### src/shared/crcb_consts.svh
/*
 * Constants for the CRC byte engine: polynomial values, field positions,
 * reset values and the update latency.
 * Assumes it is included by bare name from the rtl files.
 */
`ifndef CRCB_CONSTS_SVH
`define CRCB_CONSTS_SVH

// ==========================================================================
// reduction constants
// ==========================================================================
`define CRCB_POLYNOMIAL_SELECT_CCITT 16'h1021
`define CRCB_POLYNOMIAL_SELECT_CRC16 16'h8005

// ==========================================================================
// field layout
// ==========================================================================
`define CRCB_SEL_BIT 0
`define CRCB_BITS_PER_BYTE 8
`define CRCB_SUM_W 16

// ==========================================================================
// reset values
// ==========================================================================
`define CRCB_RST_BYTE 8'h00
`define CRCB_RST_SUM 16'h0000
`define CRCB_RST_SEL 1'b0

// ==========================================================================
// timing
// ==========================================================================
`define CRCB_UPDATE_CYCLES 1

`endif

### src/shared/crcb_pkg.sv
/*
 * Types shared by the CRC byte engine and its step logic.
 * Assumes a single 100 MHz core clock and no other package.
 */
`default_nettype none

package crcb_pkg;

    // ======================================================================
    // polynomial choice as held in the control bit
    // ======================================================================
    typedef enum logic {
        CRCB_CCITT = 1'b0,
        CRCB_CRC16 = 1'b1
    } crcb_polynomial_select_t;

    // ======================================================================
    // one cycle of software writes; data is shared by all strobes
    // ======================================================================
    typedef struct packed {
        logic in_we;
        logic lo_we;
        logic hi_we;
        logic ctl_we;
        logic [7:0] data;
    } crcb_wr_t;

    // ======================================================================
    // what software reads back
    // ======================================================================
    typedef struct packed {
        logic [7:0] byte_input;
        logic [15:0] running_checksum;
        logic [7:0] crc_control;
    } crcb_rd_t;

endpackage : crcb_pkg

`default_nettype wire

### src/rtl/crcb_engine.sv
/*
 * CRC byte engine: input byte, checksum pair and polynomial select,
 * updated by software write strobes, with the checksum fold done in one cycle.
 * Assumes write strobes are single-cycle pulses from logic on CORE_CLK.
 */
`default_nettype none
`include "crcb_consts.svh"

// What this block does
// (RULE1) Each byte written to the input register folds into the stored 16-bit checksum.
// (RULE2) The fold of one byte completes in one cycle, ready for the next access.
// (RULE3) The fold starts by xoring the input byte into the checksum high byte.
// (RULE4) Each bit step shifts the working value left one place with a zero in.
// (RULE5) After the shift the value is xored with the polynomial only if the carry is set.
// (RULE6) The polynomial is 8005h for CRC-16 and 1021h for CRC-CCITT.
// (RULE7) The shift-and-reduce step runs eight times per byte.
// (RULE8) Each further byte repeats the full fold on the running value.
// (RULE9) Software clears both checksum bytes before a new calculation.
// (RULE10) Software picks the polynomial before feeding data.
// (RULE11) Software feeds 16-bit words low byte first, then high byte.
// (RULE12) Control bit 0 selects CCITT at 0 and CRC-16 at 1; other bits read zero.
// (RULE13) Input byte and both checksum bytes are read/write and reset to zero.
// (RULE14) The reduce decision uses the bit leaving position 15.
// (RULE15) A direct write to a checksum byte replaces that byte of the running value.
module crcb_engine (
    input wire logic CORE_CLK,
    input wire logic SRST,
    input wire crcb_pkg::crcb_wr_t WR,
    output crcb_pkg::crcb_rd_t RD
);

    // ======================================================================
    // state
    // ======================================================================
    logic [7:0] byte_r;
    logic [7:0] byte_nxt;
    logic [15:0] sum_r;
    logic [15:0] sum_nxt;
    crcb_pkg::crcb_polynomial_select_t sel_r;
    crcb_pkg::crcb_polynomial_select_t sel_nxt;
    logic [15:0] folded;

    // the fold reads the current select, so a select write lands next byte
    crcb_step u_step (
        .sum_in(sum_r),
        .byte_in(WR.data),
        .polynomial_select_sel(sel_r),
        .sum_out(folded)
    );

    // ======================================================================
    // next-state: direct checksum writes win over a fold in the same cycle
    // ======================================================================
    always_comb begin
        byte_nxt = byte_r;
        sum_nxt = sum_r;
        sel_nxt = sel_r;
        if (WR.in_we) begin
            byte_nxt = WR.data;
            sum_nxt = folded; // [RULE1] [RULE2] [RULE8]
        end
        if (WR.lo_we) begin
            sum_nxt[7:0] = WR.data; // [RULE15]
        end
        if (WR.hi_we) begin
            sum_nxt[15:8] = WR.data; // [RULE15]
        end
        if (WR.ctl_we) begin
            sel_nxt = crcb_pkg::crcb_polynomial_select_t'(WR.data[`CRCB_SEL_BIT]); // [RULE12]
        end
    end

    // registers only; synchronous reset to the documented zeros
    always_ff @(posedge CORE_CLK) begin
        if (SRST) begin
            byte_r <= `CRCB_RST_BYTE; // [RULE13]
            sum_r <= `CRCB_RST_SUM; // [RULE13]
            sel_r <= crcb_pkg::crcb_polynomial_select_t'(`CRCB_RST_SEL);
        end else begin
            byte_r <= byte_nxt;
            sum_r <= sum_nxt;
            sel_r <= sel_nxt;
        end
    end

    // outputs straight from the flops; unused control bits read zero
    assign RD.byte_input = byte_r;
    assign RD.running_checksum = sum_r;
    assign RD.crc_control = {7'h00, sel_r}; // [RULE12]

    // ======================================================================
    // checks
    // ======================================================================
    // reference in the classic feedback form, independent of the step module
    function automatic logic [15:0] crcb_ref(
        input logic [15:0] s,
        input logic [7:0] d,
        input logic sel
    );
        logic [15:0] polynomial_select;
        logic fb;
        polynomial_select = sel ? `CRCB_POLYNOMIAL_SELECT_CRC16 : `CRCB_POLYNOMIAL_SELECT_CCITT;
        for (int i = 7; i >= 0; i--) begin
            fb = s[15] ^ d[i];
            s = {s[14:0], 1'b0} ^ (fb ? polynomial_select : 16'h0000);
        end
        return s;
    endfunction : crcb_ref

    logic pure_fold;
    assign pure_fold = WR.in_we && !WR.lo_we && !WR.hi_we;
endmodule : crcb_engine

`default_nettype wire

### src/rtl/crcb_step.sv
/*
 * Combinational fold of one input byte into the running checksum.
 * Assumes the caller registers the result; no clock here.
 */
`default_nettype none
`include "crcb_consts.svh"

module crcb_step (
    input wire logic [15:0] sum_in,
    input wire logic [7:0] byte_in,
    input wire crcb_pkg::crcb_polynomial_select_t polynomial_select_sel,
    output logic [15:0] sum_out
);

    // one shift-and-reduce step on the working value
    function automatic logic [15:0] crcb_fold_bit(
        input logic [15:0] work,
        input logic [15:0] polynomial_select
    );
        logic carry;
        carry = work[15]; // bit leaving position 15 decides [RULE14]
        if (carry) begin
            return {work[14:0], 1'b0} ^ polynomial_select; // [RULE4] [RULE5]
        end
        return {work[14:0], 1'b0}; // [RULE4]
    endfunction : crcb_fold_bit

    // ======================================================================
    // byte update: xor into high byte, then eight reduce steps
    // ======================================================================
    always_comb begin
        logic [15:0] work;
        logic [15:0] polynomial_select;
        work = sum_in ^ {byte_in, 8'h00}; // [RULE3]
        polynomial_select = (polynomial_select_sel == crcb_pkg::CRCB_CRC16) ? `CRCB_POLYNOMIAL_SELECT_CRC16
                                                  : `CRCB_POLYNOMIAL_SELECT_CCITT; // [RULE6]
        for (int i = 0; i < `CRCB_BITS_PER_BYTE; i++) begin
            work = crcb_fold_bit(work, polynomial_select); // [RULE7]
        end
        sum_out = work;
    end

endmodule : crcb_step

`default_nettype wire

### config.mk
export PLATFORM = sky130hd
export DESIGN_NAME = crcb_engine
export DESIGN_NICKNAME = d
export VERILOG_FILES = /design/src/shared/crcb_pkg.sv /design/src/rtl/crcb_engine.sv /design/src/rtl/crcb_step.sv
export VERILOG_INCLUDE_DIRS = /design/src /design/src/shared
export SDC_FILE = /design/constraint.sdc
export NUM_CORES = 1
export LEC_CHECK = 0
export ABC_AREA = 1
export BUFFER_PORTS_ARGS = -buffer_cell sky130_fd_sc_hd__clkbuf_2
export CORE_UTILIZATION = 30
export CTS_CLUSTER_DIAMETER = 60
export DETAILED_ROUTE_END_ITERATION = 12
export GPL_ROUTABILITY_DRIVEN = 0
export HOLD_SLACK_MARGIN = 0.06
export PLACE_DENSITY = 0.48
export SYNTH_ARGS = -nofsm -noshare
export SYNTH_HDL_FRONTEND = slang
export SYNTH_SLANG_ARGS = --single-unit
### constraint.sdc
create_clock -name CORE_CLK -period 2 [get_ports CORE_CLK]
set_input_delay 0.4 -clock CORE_CLK [delete_from_list [all_inputs] [get_ports CORE_CLK]]
set_output_delay 0.4 -clock CORE_CLK [all_outputs]
set_load 0.005 [all_outputs]
* Word level (Yosys, flattened, before mapping)
Cells that the tools add are included.
Operators by class: multiplexer cells 28, bitwise operators 9, reductions and logical operators 2
Operators with widths (count):
- $mux 16 | 18
- $xor 16x16->16 | 9
- $mux 8 | 2
- $mux 1 | 8
- $reduce_bool 2->1 | 2
Storage, ports and cells: flip-flop bits (word level) 25, input bits 14, output and inout bits 32

* Depth between registers and ports, before layout
Gate-level depths: netlist of the first run.
depth in word-level cells 27, mapped depth 18, gate-level depth less buffers 18

* Modules after synthesis
A second synthesis of the first run with hierarchy kept.
Unflattened totals: cells, all modules 319, area total of the unflattened synthesis 2063.2 µm²
Modules (own cells, without submodules):
- crcb_engine | times used 1, cells each 170, area an instance 1227.4 µm², sequential area each 500.5 µm²
- crcb_step | times used 1, cells each 149, area an instance 835.8 µm², sequential area each 0.0 µm²

* Worst setup path before layout of the first run
OpenSTA, ideal clock, no wires.
path type register to register, start reg sel_r, end reg sum_r[3], setup time 0.132 ns, arrival 1.691 ns, data required time 1.868 ns, slack 0.177 ns, stages on the path, launching flop included 16, buffers on the path 2, clock period less this slack 1.823 ns, path through dfxtp_1 -> buf_6 -> inv_6 -> buf_8 -> nand2_4 -> xor2_2 -> nand2_2 -> o21ai_2 -> inv_2 -> nand3_2 -> nand3_2 -> nand2_4 -> nand2_2 -> xor2_1 -> nand2_1 -> a21oi_2
Between the ends: longest elaborated chain between the ends 26, elaborated cells on any way between the ends 34, those cells by class 26 x mux; 8 x bitwise
RTL lines:
- start, declared | line crcb_engine.sv:39 | crcb_pkg::crcb_polynomial_select_t sel_r;
- start signal, assigned | line crcb_engine.sv:78 | sel_r <= crcb_pkg::crcb_polynomial_select_t'(`CRCB_RST_SEL);
- start signal, assigned | line crcb_engine.sv:82 | sel_r <= sel_nxt;
- $mux 16 (no line) (*)
- $xor 16x16->16 | line crcb_step.sv:23 | return {work[14:0], 1'b0} ^ polynomial_select;
- $mux 16 | line crcb_step.sv:22 | if (carry) begin
- $mux 16 | line crcb_step.sv:25 | return {work[14:0], 1'b0};
- $xor 16x16->16 | line crcb_step.sv:23
- $mux 16 | line crcb_step.sv:22
- $mux 16 | line crcb_step.sv:25
- $xor 16x16->16 | line crcb_step.sv:23
- [10 not listed]
- $xor 16x16->16 | line crcb_step.sv:23
- $mux 16 | line crcb_step.sv:22
- $mux 16 (*) | line crcb_step.sv:25
- $xor 16x16->16 | line crcb_step.sv:23
- $mux 16 | line crcb_step.sv:22
- $mux 16 (*) | line crcb_step.sv:25
- $mux 16 (*) | line crcb_engine.sv:58 | if (WR.in_we) begin
- $mux 8 (*) | line crcb_engine.sv:62 | if (WR.lo_we) begin
- end signal, assigned | line crcb_engine.sv:77 | sum_r <= `CRCB_RST_SUM;
- end signal, assigned | line crcb_engine.sv:81 | sum_r <= sum_nxt;
- end, declared | line crcb_engine.sv:37 | logic [15:0] sum_r;
Mark *: on every way between the ends. The rest lies on a longest branch, timed or not. The select of a mux whose other input is x is not followed. A chain may end at the register's enable or synchronous reset.

* Worst setup path after layout of the first run
Same ends and word-level chain as after synthesis.

==> flow_summary_export.csv, run 1 <==
group,metric,value,unit
logic_synthesis,syn-instance-count,262,
logic_synthesis,ys_top_cells_by_count,"nand2_1, dfxtp_1, nand3_1",
sta,setup_violations,0,
floorplanning,fp.dieH,82.4,um
flow_run,drv_cap,0,
clock_network,clockBufferDepth,2,
sta,layout_setup_ws,43.0,ps
finish,fin_util,0.468,
global_route,grt_overflow,0,
pwr,powerDensity,678,nW/um2
sta,maxSlewViolCount,0,
global_route,antenna_found_initial,0,
critical_path,crit_slowest_cell,"dfxtp_4",
critical_path,worstSetupEndpoint,"sum_r[3]",
clock_network,clk_pin_slew,90,ps
critical_path,critPathMostFrequentCell,"nand2_4",
finish,multi_input_area,1460,um2
clock_network,cts_root_buf,"clkbuf_8",
logic_synthesis,synth_area_leaders,"dfxtp_1, nand2_1, nand2_4",
sta,tns,0,ps
detailed_routing,drtPass1Iterations,4,
status,outcome,"complete, no violations",
critical_path,cp_max_fo,5,
global_route,grt_max_degree,26,
logic_synthesis,synth_top_area_cell,"dfxtp_1",
global_route,grt_pass1_wl,8940,um
critical_path,reg2reg_slack,40,ps
detailed_routing,viasPerCell,4.78,
detailed_routing,drt-initial-drc-count,85,
critical_path,max_stage_delay,360,ps
clock_network,numCtsBuffers,3,
sta,clock_skew,7.14,ps
critical_path,crit_start,"sel_r",
floorplanning,fp-row-count,28,
sta,fin_crit,1960,ps
placed_design,place_inst,406,
finish,drive_gt1_frac,0.507,
clock_network,worstSkewPairLatency,270,ps
placed_design,place_ws,-166,ps
clock_network,postCtsHoldBufs,0,
logic_synthesis,synth_top_area_frac,0.258,
detailed_routing,antenna_left,0,
logic_synthesis,ys_seq_area_frac,0.258,
global_route,grt_usage,0.175,
floorplanning,ios,46,
floorplanning,start_util,0.320,
detailed_routing,drc,0,
sta,fmax,0.511,GHz
clock_network,cts_tree,"built",
finish,syn_to_final_growth,46.3,%
sta,rsz0062_at_grt,"true",
logic_synthesis,synth_area,1940,um2
critical_path,required,2140,ps
floorplanning,die_area,6790,um2
logic_synthesis,synth_edf_count,0,
placed_design,dp_hpwl,4420,um
clock_network,clock_sinks,25,
logic_synthesis,avgSynthCellArea,7.40,um2
floorplanning,core,6060,um2
logic_synthesis,synth_cell_types,35,
critical_path,cp.arrival,2090,ps
pwr,leakage,0.00132,uW
finish,antennaDiodeCount,0,
global_route,grt_pass1_vias,1690,
finish,ff_latch_area,515,um2
sta,hold_viol_final,0,
critical_path,rr_worst_depth,15,
critical_path,setup.worst_path.end_class,"flip-flop",
logic_synthesis,synth_warnings,0,
critical_path,cp_cell_sequence,"buf_4 > clkbuf_16 > nand3_4 > nand3_2 > nand3_4 > nand2_4 > nand2_4 > nand2_4 > nand2_4 > nand3_4 > nand2_4 > nand2_2 > xor2_2 > nand2_1 > a21oi_2",
critical_path,crit_type,"reg2reg",
critical_path,start_kind,"flip-flop",
detailed_routing,vias,2018,
floorplanning,die_w,82.4,um
logic_synthesis,yosysMostFrequentCell,"nand2_1",
pwr,ir_drop,0.341,mV
detailed_routing,wl,5760,um
finish,instances_no_fill,422,
logic_synthesis,async_flop_share,0,
critical_path,r2r_end,"sum_r[3]",
clock_network,cts_max_level,1,
finish,fin_nets,362,
detailed_routing,wl_per_cell,13.6,um
finish,fillers,618,
logic_synthesis,synth_ff_type,"dfxtp_1",
critical_path,crit-reg2reg-launch,"sel_r",
sta,tightest_slew,594,ps
logic_synthesis,synth_seq_cells,25,
sta,slew_headroom,0.604,
worst_hold_path,hp-class,"in2reg",
placed_design,port_buffers,38,
sta,period_share,0.979,
cell usage in the layout, fill, tap and decap left out, types with 4 or more instances in the layout:
master | synthesis | layout
nand3_4 | 4 | 10
dfxtp_1 | 25 | 19
nand2_4 | 10 | 16
inv_2 | 4 | 5
a21oi_2 | 3 | 4
a21oi_1 | 11 | 10
a31oi_1 | 12 | 12
nand3_2 | 11 | 11
o21ai_0 | 7 | 7
buf_4 | 9 | 51
conb_1 | 1 | 7
inv_1 | 14 | 12
or2_2 | 4 | 4
clkbuf_2 | 0 | 38
nor2_1 | 12 | 10
nand2_2 | 9 | 10
nand2_1 | 70 | 62
a22oi_1 | 5 | 5
nand3_1 | 16 | 10
cells by family (layout without fill, tap and decap cells):
family,Yosys count,in the layout,share of synthesized area
buffers and inverters,36,115,0.0994
DFF,25,25,0.258
and+or+nand+nor,140,140,0.407
other,1,7,0.00193
AOI/OAI and AO/OA,47,47,0.154
xor gates and xnor gates,13,13,0.0801
flip-flops by register name, indices dropped and copies added, names as in the netlist:
name	count
sum_r	16
sel_r	1
byte_r	8
per-layer routing:
metal  wire length (um)  vias to the layer above  GRT usage
met4                 19                        0     0.0351
met3                151                        2     0.0143
li1                   -                     1032          -
met5                  0                        -          0
met2               2870                       35      0.274
met1               2720                      949      0.259
worst max-delay path: cells and delay by family (launching register included):
kind / cells / cell delay (ps)
AO/OA/AOI/OAI: 1 / 50
flip-flops: 1 / 360
AND/OR/NAND/NOR: 11 / 950
XOR/XNOR: 1 / 180
buffers and inverters: 2 / 290
stage by stage:
stage / hold slack, ps / instance area, um2 / total power, uW
floorplan: 457 / 1960 / 1150
global route: 387 / 2840 / 2060
finish: 381 / 2840 / 1920
CTS: 379 / 2530 / 1780
detailed placement: 456 / 2470 / 1460
global placement: 452 / 2470 / 1460
report_power, final:
group,leakage [uW],internal [uW],total (uW),switching (uW)
Combinational,0.00108,471,1030,562
Sequential,0.000210,541,586,44.8
Clock,0.0000255,139,303,164
worst min path at each step:
stage	depth (start not counted)	slack [ps]	from	end
after floorplan	2	460	byte_r[0]	byte_r[0]
after global placement	2	450	byte_r[2]	byte_r[2]
after global routing	3	390	WR[8]	sel_r
after detailed placement	2	460	byte_r[1]	byte_r[1]
after CTS	3	380	WR[8]	sel_r
final	3	380	WR[8]	sel_r
repair_timing:
item	in CTS	in global routing
gates cloned	0	1
setup buffers	0	11
endpoints found under the setup margin	5	8
pin swaps	1	15
resized for setup	6	44
cell type report:
class | count | share of cell area
clock buffers | 3 | 0.0146
clock inverters | 1 | 0.00177
inverters | 19 | 0.0287
multi-input cells | 207 | 0.515
flip-flops and latches | 25 | 0.182
well taps | 75 | 0.0331
repair buffers | 92 | 0.225
Note: power is estimated with default switching activity, not from simulation.
==> run 2, diff against run 1 <==
--- a/config.mk
+++ b/config.mk
@@ -14,6 +14,7 @@
 export GPL_ROUTABILITY_DRIVEN = 0
 export HOLD_SLACK_MARGIN = 0.06
 export PLACE_DENSITY = 0.48
+export RECOVER_POWER = 100
 export SYNTH_ARGS = -nofsm -noshare
 export SYNTH_HDL_FRONTEND = slang
 export SYNTH_SLANG_ARGS = --single-unit
==> flow_summary_export.csv, run 2 (synthesis results as in run 1) <==
group,metric,value,unit
finish,ff_latch_area,515,um2
finish,layout_commonest_cell,"nand2_1",
clock_network,clockBufferDepth,2,
detailed_routing,wl_per_cell,13.6,um
detailed_routing,vias,2017,
pwr,ir_drop,0.341,mV
finish,fillers,622,
clock_network,clock_sinks,25,
global_route,grt_overflow,0,
global_route,grt_pass1_wl,8940,um
critical_path,cp_cell_sequence,"buf_4 > clkbuf_16 > nand3_4 > nand3_2 > nand3_4 > nand2_4 > nand2_4 > nand2_4 > nand2_4 > nand3_4 > nand2_4 > nand2_2 > xor2_2 > nand2_1 > a21oi_2",
critical_path,r2r_end,"sum_r[3]",
clock_network,cts_tree,"built",
detailed_routing,drtPass1Iterations,4,
finish,top_regs,"sum_r: 16 flops, byte_r: 8 flops, sel_r: 1 flops",
finish,syn_to_final_growth,46.0,%
critical_path,start_kind,"flip-flop",
global_route,grt_usage,0.175,
sta,period_share,0.979,
critical_path,reg2reg_slack,40,ps
detailed_routing,drc,0,
clock_network,numCtsBuffers,3,
critical_path,rr_worst_depth,15,
critical_path,critPathMostFrequentCell,"nand2_4",
pwr,powerDensity,679,nW/um2
worst_hold_path,worstHoldStart,"WR[8]",
detailed_routing,viasPerCell,4.78,
critical_path,cp_max_fo,5,
clock_network,cts_root_buf,"clkbuf_8",
floorplanning,start_util,0.320,
critical_path,crit_start,"sel_r",
sta,hold_viol_final,0,
critical_path,critPathTopFamily,"simple AND/OR/NAND/NOR gates",
finish,regMostFlops,"sum_r",
finish,multi_input_area,1460,um2
critical_path,crit_buf_inv,2,
global_route,grt_pass1_vias,1690,
clock_network,cts_max_level,1,
finish,drive_gt1_frac,0.493,
finish,final_cell_mix,"nand2_1, buf_4, clkbuf_2",
sta,maxSlewViolCount,0,
detailed_routing,drt-initial-drc-count,84,
sta,tightest_slew,589,ps
floorplanning,die_area,6790,um2
clock_network,worstSkewPairLatency,270,ps
detailed_routing,antenna_left,0,
finish,largest_reg_flops,16,
worst_hold_path,hp-class,"in2reg",
detailed_routing,wl,5760,um
critical_path,max_stage_delay,360,ps
floorplanning,ios,46,
clock_network,postCtsHoldBufs,0,
worst_hold_path,hold_path_depth,3,
critical_path,crit_slowest_cell,"dfxtp_4",
placed_design,dp_hpwl,4420,um
critical_path,crit_type,"reg2reg",
flow_run,drv_cap,0,
placed_design,port_buffers,38,
pwr,leakage,0.00130,uW
floorplanning,core,6060,um2
sta,rsz0062_at_grt,"true",
sta,fmax,0.511,GHz
floorplanning,fp.dieH,82.4,um
finish,antennaDiodeCount,0,
sta,clock_skew,8.44,ps
critical_path,cp.arrival,2090,ps
floorplanning,fp-row-count,28,
status,outcome,"complete, no violations",
critical_path,crit-reg2reg-launch,"sel_r",
critical_path,setup.worst_path.end_class,"flip-flop",
global_route,antenna_found_initial,0,
sta,fin_crit,1960,ps
finish,fin_nets,362,
clock_network,clk_pin_slew,90,ps
pwr,finalPower,1920,uW
sta,setup_violations,0,
floorplanning,die_w,82.4,um
worst_hold_path,min_to,"sel_r",
sta,tns,0,ps
global_route,grt_max_degree,26,
critical_path,required,2140,ps
sta,slew_headroom,0.607,
-- run 2: how the worst max path moves through the flow --
stage | depth (start not counted) | slack [ps] | to
after floorplan | 15 | 180 | sum_r[3]
after global placement | 17 | -130 | sum_r[3]
after detailed placement | 17 | -170 | sum_r[3]
after CTS | 16 | 10 | sum_r[3]
after global routing | 16 | -110 | sum_r[3]
final | 15 | 40 | sum_r[3]
-- run 2: stage by stage --
step	instances	utilization	area, um2	hold slack [ps]	worst slack, ps
5_1_grt	422	0.467	2830	387	-113
6_report	422	0.467	2830	382	41.2
2_1_floorplan	268	-	1960	457	177
3_5_place_dp	406	0.407	2470	456	-166
4_1_cts	410	0.417	2530	379	10.2
3_3_place_gp	406	0.407	2470	452	-131
-- run 2: tightest hold or removal path, stage by stage --
cell and delay [ps]:
clkbuf_2 90, a21oi_1 60, nor2_1 70
-- run 2: repair_timing --
action                     CTS  global route
setup endpoints to repair    5             8
hold endpoints to repair     0             0
resized for setup            6            44
cloned                       0             1
setup buffers                0            11
pin swaps                    1            15
-- run 2: routing by layer --
| metal | global-route usage | vias to the layer above | share of wire |
|---|---|---|---|
| met1 | 0.259 | 948 | 0.48 |
| met4 | 0.0351 | 0 | 0.0033 |
| li1 | - | 1033 | - |
| met2 | 0.274 | 34 | 0.49 |
| met3 | 0.0143 | 2 | 0.025 |
| met5 | 0 | - | 0 |
-- run 2: layout make-up --
cell class,count,share of cell area
Multi-Input combinational cell,207,0.516
Timing Repair Buffer,92,0.223
Sequential cell,25,0.182
Tap cell,75,0.0332
Inverter,19,0.0287
Clock buffer,3,0.0146
Clock inverter,1,0.00177
-- run 2: power by group --
group | internal [uW] | switching, uW
logic | 470 | 562
registers | 541 | 45.1
clock network | 139 | 164
